## src/inc/gspwm_consts.svh

```systemverilog
`ifndef GSPWM_CONSTS_SVH
`define GSPWM_CONSTS_SVH
// ----------------------------------------------------------------
// widths and counts
// ----------------------------------------------------------------
`define GSPWM_CHANNELS      16
`define GSPWM_GS_BITS       16
`define GSPWM_GS_WIDTH      256
`define GSPWM_BR_WIDTH      8
`define GSPWM_REPEAT_BIT    7
`define GSPWM_SLOT_BITS     9
`define GSPWM_PERIOD_BITS   7
`define GSPWM_RESET_VALUE   16'h0000
`endif

```

## src/inc/gspwm_pkg.sv

```systemverilog
package gspwm_pkg;
    typedef logic [255:0] gspwm_gs_t;
    typedef logic [7:0]   gspwm_br_t;
    typedef enum logic [1:0] {GSPWM_IDLE, GSPWM_RUN} gspwm_state_e;
endpackage : gspwm_pkg

```

## src/inc/gspwm_latch_if.sv

```systemverilog
`timescale 1ns/1ps
interface gspwm_latch_if;
    logic [255:0] shift_data;
    logic         load_first;
    logic         load_both;
    logic         refresh;
    logic [255:0] second_data;
    modport ctrl (output shift_data, output load_first, output load_both, output refresh,
                  input second_data);
    modport store (input shift_data, input load_first, input load_both, input refresh,
                   output second_data);
endinterface : gspwm_latch_if

```

## src/core/gspwm_core.sv

```systemverilog
`timescale 1ns/1ps
`include "gspwm_consts.svh"
module gspwm_core
(
    input  wire logic                                CLK,
    input  wire logic                                RSTN,
    input  wire logic                                SERIAL_IN,
    input  wire logic                                SHIFT_CLOCK,
    input  wire logic                                LATCH_STROBE,
    input  wire logic                                BRIGHTNESS_PATH_SELECT,
    input  wire logic                                BLANK,
    input  wire logic                                GRAYSCALE_COUNT_CLOCK,
    output logic [`GSPWM_CHANNELS-1:0]               CHANNEL_SINK_OUTPUT,
    output logic [`GSPWM_BR_WIDTH-2:0]               BRIGHTNESS_LEVEL,
    output logic                                     DISPLAY_ACTIVE
);
    import gspwm_pkg::*;

    // ------------------------------------------------------------
    // input synchronisers
    // ------------------------------------------------------------
    // three stages for the clocks, strobe and blank, two for serial data and select; stage 1 only feeds stage 2
    logic [2:0] s1, s2, s3;
    wire  [2:0] raw = {GRAYSCALE_COUNT_CLOCK, LATCH_STROBE, SHIFT_CLOCK};
    logic       sin_1, sin_2, sel_1, sel_2, blk_1, blk_2, blk_3;

    always_ff @(posedge CLK)
    begin
        s1 <= raw;
        s2 <= s1;
        s3 <= s2;
        sin_1 <= SERIAL_IN;
        sin_2 <= sin_1;
        sel_1 <= BRIGHTNESS_PATH_SELECT;
        sel_2 <= sel_1;
        blk_1 <= BLANK;
        blk_2 <= blk_1;
        blk_3 <= blk_2;
    end

    // edge when stages two and three disagree, in rising sense except blank_fall
    wire sclk_rise  = s2[0] & ~s3[0];
    wire strb_rise  = s2[1] & ~s3[1];
    wire gclk_rise  = s2[2] & ~s3[2];
    wire blank_rise = blk_2 & ~blk_3;
    wire blank_fall = ~blk_2 & blk_3;
    wire blank_lvl  = blk_3;

    // ------------------------------------------------------------
    // shift registers
    // ------------------------------------------------------------
    gspwm_gs_t gs_shift;
    gspwm_br_t br_shift;
    gspwm_br_t br_first;
    logic [`GSPWM_BR_WIDTH-2:0] br_second;

    always_ff @(posedge CLK)
    begin
        if (sclk_rise && !sel_2)
            gs_shift <= {gs_shift[`GSPWM_GS_WIDTH-2:0], sin_2};
        if (sclk_rise && sel_2)
            br_shift <= {br_shift[`GSPWM_BR_WIDTH-2:0], sin_2};
    end

    // ------------------------------------------------------------
    // display period counter
    // ------------------------------------------------------------
    gspwm_state_e state;
    gspwm_state_e next_state;
    logic [`GSPWM_GS_BITS-1:0] gs_count;
    wire  last_clock = (gs_count == 16'hFFFF);
    wire  repeat_en  = br_first[`GSPWM_REPEAT_BIT];
    wire  period_end = gclk_rise && last_clock && (state == GSPWM_RUN);
    logic run_latched;

    always_comb
    begin
        next_state = state;
        case (state)
            GSPWM_IDLE:
                if (blank_fall)
                    next_state = GSPWM_RUN;
            GSPWM_RUN:
                if (blank_lvl)
                    next_state = GSPWM_IDLE;
                else if (period_end && !repeat_en)
                    next_state = GSPWM_IDLE;
            default:
                next_state = GSPWM_IDLE;
        endcase
    end

    always_ff @(posedge CLK)
    begin
        if (!RSTN)
        begin
            state    <= GSPWM_IDLE;
            gs_count <= `GSPWM_RESET_VALUE;
        end
        else
        begin
            state <= next_state;
            if (next_state != GSPWM_RUN || state != GSPWM_RUN)
                gs_count <= `GSPWM_RESET_VALUE;
            else if (gclk_rise)
                gs_count <= gs_count + 16'h0001;                   // wraps on repeat
        end
    end

    // ------------------------------------------------------------
    // latch path
    // ------------------------------------------------------------
    gspwm_latch_if lp ();
    assign lp.shift_data = gs_shift;
    assign lp.load_both  = strb_rise && !sel_2 && blank_lvl;
    assign lp.load_first = strb_rise && !sel_2 && !blank_lvl;
    assign lp.refresh    = period_end || blank_rise;

    gspwm_latch_store u_store
    (
        .CLK (CLK),
        .lp  (lp)
    );

    // brightness latches cleared so the level output never shows unknowns
    always_ff @(posedge CLK)
    begin
        if (!RSTN)
        begin
            br_first  <= '0;
            br_second <= '0;
        end
        else
        begin
        if (strb_rise && sel_2)
            br_first <= br_shift;
        if (strb_rise && sel_2 && blank_lvl)
            br_second <= br_shift[`GSPWM_BR_WIDTH-2:0];
        else if (lp.refresh)
            br_second <= br_first[`GSPWM_BR_WIDTH-2:0];
        end
    end

    // ------------------------------------------------------------
    // spread pulse modulation
    // ------------------------------------------------------------
    // low 7 counter bits pick the display period, upper 9 the slot
    // inside it; value/128 slots plus one extra in value%128 periods
    function automatic logic chan_on(input logic [15:0] val, input logic [15:0] cnt);
        logic [8:0] base;
        logic [6:0] rem;
        logic [6:0] per;
        logic [8:0] slot;
        logic [9:0] len;
        base = val[15:7];
        rem  = val[6:0];
        per  = cnt[6:0];
        slot = cnt[15:7];
        len  = {1'b0, base} + {9'h000, (bit_rev7(per) < rem)};
        chan_on = ({1'b0, slot} < len);
    endfunction : chan_on

    // bit reversal spreads the extra slot evenly over periods
    function automatic logic [6:0] bit_rev7(input logic [6:0] v);
        logic [6:0] r;
        r = 7'h00;
        for (int i = 0; i < 7; i++)
            r[i] = v[6-i];
        bit_rev7 = r;
    endfunction : bit_rev7

    logic [`GSPWM_CHANNELS-1:0] next_out;
    always_comb
    begin
        next_out = '0;
        for (int n = 0; n < `GSPWM_CHANNELS; n++)
            next_out[n] = chan_on(lp.second_data[16*n +: 16], gs_count);
    end

    always_ff @(posedge CLK)
    begin
        if (!RSTN)
            CHANNEL_SINK_OUTPUT <= '0;
        else if (state != GSPWM_RUN || blank_lvl)
            CHANNEL_SINK_OUTPUT <= '0;
        else
            CHANNEL_SINK_OUTPUT <= next_out;
    end

    always_ff @(posedge CLK)
    begin
        if (!RSTN)
        begin
            BRIGHTNESS_LEVEL <= '0;
            DISPLAY_ACTIVE   <= 1'b0;
        end
        else
        begin
            BRIGHTNESS_LEVEL <= br_second;
            DISPLAY_ACTIVE   <= (state == GSPWM_RUN);
        end
    end
endmodule : gspwm_core

```

## src/core/gspwm_latch_store.sv

```systemverilog
`timescale 1ns/1ps
`include "gspwm_consts.svh"
module gspwm_latch_store
(
    input  wire logic    CLK,
    gspwm_latch_if.store lp
);
    import gspwm_pkg::*;
    gspwm_gs_t first_latch;
    gspwm_gs_t second_latch;

    always_ff @(posedge CLK)
    begin
        if (lp.load_first || lp.load_both)
            first_latch <= lp.shift_data;
        if (lp.load_both)
            second_latch <= lp.shift_data;
        else if (lp.refresh)
            second_latch <= first_latch;
    end

    // read side registered
    assign lp.second_data = second_latch;
endmodule : gspwm_latch_store

```

## config.mk

```make
export PLATFORM = sky130hd
export DESIGN_NAME = gspwm_core
export DESIGN_NICKNAME = d
export VERILOG_FILES = /design/src/inc/gspwm_pkg.sv /design/src/inc/gspwm_latch_if.sv /design/src/core/gspwm_core.sv /design/src/core/gspwm_latch_store.sv
export VERILOG_INCLUDE_DIRS = /design/src /design/src/inc
export SDC_FILE = /design/constraint.sdc
export NUM_CORES = 1
export LEC_CHECK = 0
export BUFFER_PORTS_ARGS = -buffer_cell sky130_fd_sc_hd__clkbuf_2
export CORE_ASPECT_RATIO = 2
export CORE_MARGIN = 2
export CORE_UTILIZATION = 60
export CTS_CLUSTER_SIZE = 10
export DETAILED_ROUTE_END_ITERATION = 10
export PLACE_DENSITY = 0.81
export SYNTH_ARGS = -nofsm -noshare
export SYNTH_HDL_FRONTEND = slang
export SYNTH_SLANG_ARGS = --single-unit
```

## constraint.sdc

```tcl
create_clock -name CLK -period 22.6 [get_ports CLK]
set_input_delay 4.52 -clock CLK [delete_from_list [all_inputs] [get_ports CLK]]
set_output_delay 4.52 -clock CLK [all_outputs]
set_load 0.01 [all_outputs]
```

Word-level counts from Yosys, hierarchy flattened --
Cells that the tools add are included.
Cells by class: mux-type cells 8, multipliers 0, $add $sub $neg 17, bitwise logic cells 11, divide/modulo/power cells 0, $lt $le $gt $ge 32, equality and inequality tests 4, reduce and logical (&&, ||, !) cells 22, shifts and indexed selects 0
Operator list (number):
- two-way mux 256 bit | 2
- adder 9 x 1 -> 10 bit | 16
- < comparator 9 x 10 -> 1 bit | 16
- < comparator 7 bit | 16
- adder 16 x 1 -> 16 bit (second input constant) | 1
- equality test 16 bit (second input constant) | 1
- two-way mux 7 bit | 2
- logical AND 1 bit | 10
- two-way mux 2 bit | 3
- NOT 1 bit | 6
- bitwise AND 1 bit | 5
- logical OR 1 bit | 4
- inequality test 2 x 1 -> 1 bit (second input constant) | 2
- case mux 2 bit (2 select lines) | 1
- nonzero test 2 bit | 2
- OR reduction 2 bit | 2
- zero test 1 bit | 3
- equality test 2 x 1 -> 1 bit (second input constant) | 1
- zero test 2 bit | 1
Storage, ports and cells: flip-flop bits (word level) 849, word-level logic and storage cells 115, memories 0, bits in latches 0, memory bits (read-only) 0, memory bits (writable) 0, bits of input ports 8, output and inout port bits 24

Longest topological paths before layout --
word-level depth 11, mapped depth 15, depth with buffers taken out 15

Modules after synthesis --
Synthesis repeated with hierarchy kept, for this count alone.
Unflattened totals: cells, all modules 2282, area, all modules 37118.1 sq um
Modules (own cells, without submodules):
- gspwm_latch_store | instances 1, area each 19332.3 sq um, seq. area each 15374.7 sq um, cells each 799
- gspwm_core | instances 1, area each 17785.8 sq um, seq. area each 9389.0 sq um, cells each 1483

Worst setup path before layout --
Ideal clock, no wire load.
path kind reg-to-reg, start point register sel_2, end point register gs_shift[0] (enable), cell stages (with the launch flop) 2, setup time 1240 ps, buffers on the path 0, data required time 21360 ps, setup slack 2565 ps, clock period less this slack 20035 ps, data arrival time 18795 ps, path through dfxtp_1 > nor3b_1
On the way: cells in the longest elaborated chain, start to end 2
RTL lines:
- from (decl) | line gspwm_core.sv:25 | logic sin_1, sin_2, sel_1, sel_2, blk_1, blk_2, blk_3;
- from (signal assigned) | line gspwm_core.sv:35 | sel_2 <= sel_1;
- zero test 1 bit | line gspwm_core.sv:59 | if (sclk_rise && !sel_2)
- logical AND 1 bit | line gspwm_core.sv:59
- to (signal assigned) | line gspwm_core.sv:60 | gs_shift <= {gs_shift[`GSPWM_GS_WIDTH-2:0], sin_2};
- to (decl) | line gspwm_core.sv:52 | gspwm_gs_t gs_shift;
Every way passes these cells. A chain may end at the register's enable or synchronous reset.

Worst setup path after layout --
start point register CHANNEL_SINK_OUTPUT[14], end point output port CHANNEL_SINK_OUTPUT[14]
RTL lines:
- from (decl) | line gspwm_core.sv:13 | output logic [`GSPWM_CHANNELS-1:0] CHANNEL_SINK_OUTPUT,
- from (signal assigned) | line gspwm_core.sv:187 | CHANNEL_SINK_OUTPUT <= next_out;
No word-level cell between the ends.

==> metrics.txt <==
# TYPE chip_impl_metric gauge
chip_impl_info{name="yosys_most_used_dff",value="sky130_fd_sc_hd__edfxtp_1"} 1
chip_impl_metric{name="fp.dieW",unit="um"} 178.5
chip_impl_info{name="status",value="finished clean"} 1
chip_impl_metric{name="cts_buffers",unit=""} 94
chip_impl_metric{name="area_delta_synth_final",unit="%"} 10.14
chip_impl_metric{name="die_h",unit="um"} 353.1
chip_impl_metric{name="postSynthAreaPerCell",unit="um^2"} 16.19
chip_impl_metric{name="max_cap_violations",unit=""} 0
chip_impl_metric{name="placeableCoreArea",unit="um^2"} 60540
chip_impl_info{name="cts_tree",value="built"} 1
chip_impl_metric{name="cts.reportedPaths.clkPinSlew",unit="ps"} 50
chip_impl_metric{name="grt_antenna_before_repair",unit=""} 0
chip_impl_metric{name="worst-endpoint-arrival",unit="ps"} 1130
chip_impl_metric{name="design.die.area",unit="um^2"} 63040
chip_impl_metric{name="synth-edff-count",unit=""} 776
chip_impl_metric{name="fin_crit_sh",unit="%"} 25.01
chip_impl_metric{name="ys_seq_area_share",unit="%"} 67.73
chip_impl_metric{name="detailedPlacementHpwl",unit="mm"} 36.85
chip_impl_info{name="crit_path_cell_trace",value="clkbuf_2"} 1
chip_impl_metric{name="yosys.area.top_type_share",unit="%"} 63.74
chip_impl_metric{name="place_congestion",unit=""} 0.7985
chip_impl_metric{name="p_int",unit="mW"} 2.601
chip_impl_metric{name="synthCells",unit=""} 2258
chip_impl_info{name="hold_path.startpoint",value="s1[0]"} 1
chip_impl_metric{name="worst_skew_pair.late_latency",unit="ps"} 630
chip_impl_metric{name="placement.io_buffers",unit=""} 31
chip_impl_metric{name="crit_buf_inv",unit=""} 1
chip_impl_info{name="hp-class",value="reg -> reg"} 1
chip_impl_metric{name="number_of_top_level_pins",unit=""} 32
chip_impl_metric{name="postCtsHoldBufs",unit=""} 0
chip_impl_metric{name="report.final.hold_viol_count",unit=""} 0
chip_impl_metric{name="htreeDepth",unit=""} 3
chip_impl_metric{name="route.detailed.wl_per_inst",unit="um"} 20.62
chip_impl_metric{name="drt_iter0_drc",unit=""} 1375
chip_impl_metric{name="overflow",unit=""} 0
chip_impl_metric{name="post_cts.repair.setup_buffers",unit=""} 0
chip_impl_metric{name="reg2reg_depth",unit=""} 5
chip_impl_metric{name="power.share.combinational",unit="%"} 3.4
chip_impl_metric{name="setup_violations",unit=""} 0
chip_impl_metric{name="peakVddDrop",unit="V"} 0.00006837
chip_impl_metric{name="regToRegSetupSlack",unit="ps"} 18280
chip_impl_info{name="critical_path.reg2reg.startpoint",value="sel_2"} 1
chip_impl_metric{name="drt_drc_violations_left",unit=""} 0
chip_impl_info{name="unrepaired_setup_endpoints_after_global_routing",value="no"} 1
chip_impl_metric{name="drt_pre_antenna_iters",unit=""} 5
chip_impl_metric{name="tritoncts_num_sinks",unit=""} 849
chip_impl_metric{name="timing.critical_path.slowest_cell_delay",unit="ps"} 360
chip_impl_info{name="cp_top_family",value="flip-flops"} 1
chip_impl_metric{name="placement_row_count",unit=""} 128
chip_impl_metric{name="gr_usage_total",unit="%"} 21.58
chip_impl_metric{name="synth-warning-count",unit=""} 0
chip_impl_metric{name="timing_worst_slew_pin_value",unit="ps"} 1149
chip_impl_info{name="path_class",value="reg -> out"} 1
chip_impl_metric{name="initial_core_utilization",unit="%"} 60.39
chip_impl_metric{name="ctsLongestPathBuffers",unit=""} 3
chip_impl_metric{name="insertedDiodeCount",unit=""} 0
chip_impl_metric{name="report.final.slew_viol_count",unit=""} 0
chip_impl_metric{name="leakage",unit="nW"} 14.99
chip_impl_metric{name="ant_nets",unit=""} 0
chip_impl_metric{name="mappedNetlistArea",unit="um^2"} 36560
chip_impl_metric{name="power_density_normalized_to_cell_area",unit="nW/um^2"} 81.46
chip_impl_metric{name="swShare",unit="%"} 20.71
chip_impl_metric{name="grt_start_max_net_pins",unit=""} 175
chip_impl_info{name="cp-start-kind",value="flop"} 1
chip_impl_metric{name="route.final.wire_length",unit="mm"} 66.45
chip_impl_metric{name="synth.ff_latch_count",unit=""} 849
chip_impl_info{name="cp_slowest_cell",value="sky130_fd_sc_hd__dfxtp_1"} 1
chip_impl_info{name="holdPathEnd",value="s2[0]"} 1
chip_impl_metric{name="clkPwrFrac",unit="%"} 42.0
chip_impl_metric{name="timing.hold.worst_path_depth",unit=""} 0
chip_impl_metric{name="finalClockSkew",unit="ps"} 20.21
chip_impl_metric{name="tns",unit="ps"} 0
chip_impl_metric{name="drt-vias-per-instance",unit=""} 5.876
chip_impl_metric{name="post_route_cells_drive_above_1_share",unit="%"} 17.81
chip_impl_metric{name="synth_cell_type_count",unit=""} 61
chip_impl_metric{name="crit_path_max_fanout",unit=""} 1
chip_impl_metric{name="max_slew_margin_vs_limit",unit="%"} 23.41
chip_impl_info{name="synth_area_leader_cell",value="sky130_fd_sc_hd__edfxtp_1"} 1
chip_impl_metric{name="grt_first_pass_wirelength",unit="mm"} 105.6
chip_impl_metric{name="vias_in_the_first_global_route",unit=""} 19920
chip_impl_metric{name="syn-num-nets",unit=""} 2523
chip_impl_metric{name="fin_crit",unit="ps"} 5653
chip_impl_metric{name="num_vias",unit=""} 18940
chip_impl_metric{name="cts_resized",unit=""} 0
chip_impl_metric{name="max_freq",unit="GHz"} 0.1769
chip_impl_metric{name="fin_nets",unit=""} 2630
chip_impl_info{name="critPathCaptureType",value="output port"} 1
chip_impl_metric{name="part_of_the_total_power_dissipated_in_sequential_elements",unit="%"} 54.6
chip_impl_metric{name="postSynth.asyncResetShare",unit="%"} 0
chip_impl_metric{name="reported_net_switching_power",unit="uW"} 679.5
chip_impl_metric{name="totalPowerFinal",unit="mW"} 3.280
chip_impl_metric{name="worst-endpoint-required",unit="ps"} 18080
chip_impl_info{name="clock-root-buffer",value="sky130_fd_sc_hd__clkbuf_16"} 1
chip_impl_info{name="r2r_end",value="gs_shift[190]"} 1
chip_impl_info{name="synth_top_cells_by_area",value="sky130_fd_sc_hd__edfxtp_1 64%, sky130_fd_sc_hd__ha_1 8.8%, sky130_fd_sc_hd__mux2_2 7.1%"} 1
## worst max path at each step
stage,start,to,slack (ps),depth (start not counted)
after global placement,RSTN,state[0],16380,5
final,CHANNEL_SINK_OUTPUT[14],CHANNEL_SINK_OUTPUT[14],16950,1
after detailed placement,RSTN,CHANNEL_SINK_OUTPUT[12],16370,5
after global routing,CHANNEL_SINK_OUTPUT[14],CHANNEL_SINK_OUTPUT[14],16900,1
after CTS,CHANNEL_SINK_OUTPUT[14],CHANNEL_SINK_OUTPUT[14],16900,1
after floorplan,sel_2,gs_shift[0],2570,1
## metrics by stage
| stage | instance area (um^2) | cells | setup slack [ps] | utilization (%) | hold WS [ps] |
|---|---|---|---|---|---|
| 2_1_floorplan | 36560 | 2258 | 2565 | - | 309.6 |
| 3_3_place_gp | 37520 | 3049 | 16380 | 61.98 | 319.5 |
| 3_5_place_dp | 37520 | 3049 | 16370 | 61.98 | 313.5 |
| 4_1_cts | 40270 | 3223 | 16900 | 66.52 | 338.1 |
| 5_1_grt | 40270 | 3223 | 16900 | 66.52 | 342.0 |
| 6_report | 40270 | 3223 | 16950 | 66.52 | 331.5 |
## routing by layer
metal  share of wire [%]  routed length, um  track usage [%]  up-vias
met4                 3.4               2264            9.073        0
met2                  51              33610            36.68      459
met1                  42              27640            27.58     9492
met3                 4.4               2928            3.230      144
met5                   0                  0                0        -
li1                    -                  -                -     8842
## cells by family (layout without fill, tap and decap cells)
logic type	Yosys count	in the layout	share of synthesized area (%)
DFF	849	849	67.73
and+or+nand+nor	345	345	4.997
muxes	261	261	8.241
adders and majority gates	257	257	8.795
AOI/OAI and AO/OA	248	248	4.863
buffers and inverters	175	360	2.437
xor gates and xnor gates	122	122	2.923
other	1	1	0.01026
## area by class of cell
class | count | area (um^2)
Clock inverter | 6 | 93.84
Inverter | 133 | 499.2
Multi-Input combinational cell | 1234 | 10920
Timing Repair Buffer | 53 | 357.8
Fill cell | 3996 | 20270
Tap cell | 780 | 975.9
Clock buffer | 168 | 2651
Sequential cell | 849 | 24770
## cells in the mapped netlist, types with 9 or more instances
master,instances
sky130_fd_sc_hd__edfxtp_1,776
sky130_fd_sc_hd__ha_1,257
sky130_fd_sc_hd__mux2_2,231
sky130_fd_sc_hd__inv_1,133
sky130_fd_sc_hd__nand2_1,90
sky130_fd_sc_hd__xor2_1,77
sky130_fd_sc_hd__dfxtp_1,73
sky130_fd_sc_hd__nand3_1,65
sky130_fd_sc_hd__xnor2_1,45
sky130_fd_sc_hd__nand2b_1,42
sky130_fd_sc_hd__a21oi_1,39
sky130_fd_sc_hd__nor2_1,35
sky130_fd_sc_hd__a21o_1,32
sky130_fd_sc_hd__and3_1,32
sky130_fd_sc_hd__nand4_1,29
sky130_fd_sc_hd__buf_6,28
sky130_fd_sc_hd__a211oi_1,27
sky130_fd_sc_hd__a31oi_1,24
sky130_fd_sc_hd__o21a_1,21
sky130_fd_sc_hd__mux2_4,20
sky130_fd_sc_hd__o21ai_0,17
sky130_fd_sc_hd__a2111oi_0,16
sky130_fd_sc_hd__o31ai_1,16
sky130_fd_sc_hd__a21boi_0,12
sky130_fd_sc_hd__and2_1,11
sky130_fd_sc_hd__o2111ai_1,11
sky130_fd_sc_hd__o211ai_1,11
sky130_fd_sc_hd__clkbuf_1,9
sky130_fd_sc_hd__mux2_1,9
sky130_fd_sc_hd__nor2_2,9
## flip-flops by register name, summed over array words and instances (netlist names), 3 cells and up
register                cells
s1                          3
br_second                   7
gs_count                   16
gs_shift                  256
s3                          3
u_store.lp.second_data    256
u_store.first_latch       256
br_first                    8
BRIGHTNESS_LEVEL            7
s2                          3
CHANNEL_SINK_OUTPUT        16
br_shift                    8
## power by group through the flow
stage | clock network, mW | logic [mW] | registers, mW
after CTS | 1.41 | 0.113 | 1.79
final | 1.38 | 0.112 | 1.79
after detailed placement | 0 | 0.111 | 1.82
after global routing | 1.46 | 0.125 | 1.80
after global placement | 0 | 0.106 | 1.82
after floorplan | 0 | 0.0864 | 1.84
## placed cells by master (no fill, tap or decap), drive strengths merged, types with 8 or more instances in the layout
| cell | instances |
|---|---|
| a2111oi | 16 |
| a211oi | 27 |
| a21boi | 12 |
| a21o | 33 |
| a21oi | 40 |
| a31oi | 24 |
| and2 | 11 |
| and3 | 34 |
| buf | 22 |
| clkbuf | 199 |
| dfxtp | 73 |
| edfxtp | 776 |
| ha | 257 |
| inv | 135 |
| mux2 | 260 |
| nand2 | 90 |
| nand2b | 42 |
| nand3 | 65 |
| nand4 | 29 |
| nor2 | 45 |
| o2111ai | 11 |
| o211ai | 11 |
| o21a | 21 |
| o21ai | 17 |
| o221ai | 8 |
| o31ai | 16 |
| xnor2 | 45 |
| xor2 | 77 |
Note: power is estimated with default switching activity, not from simulation.
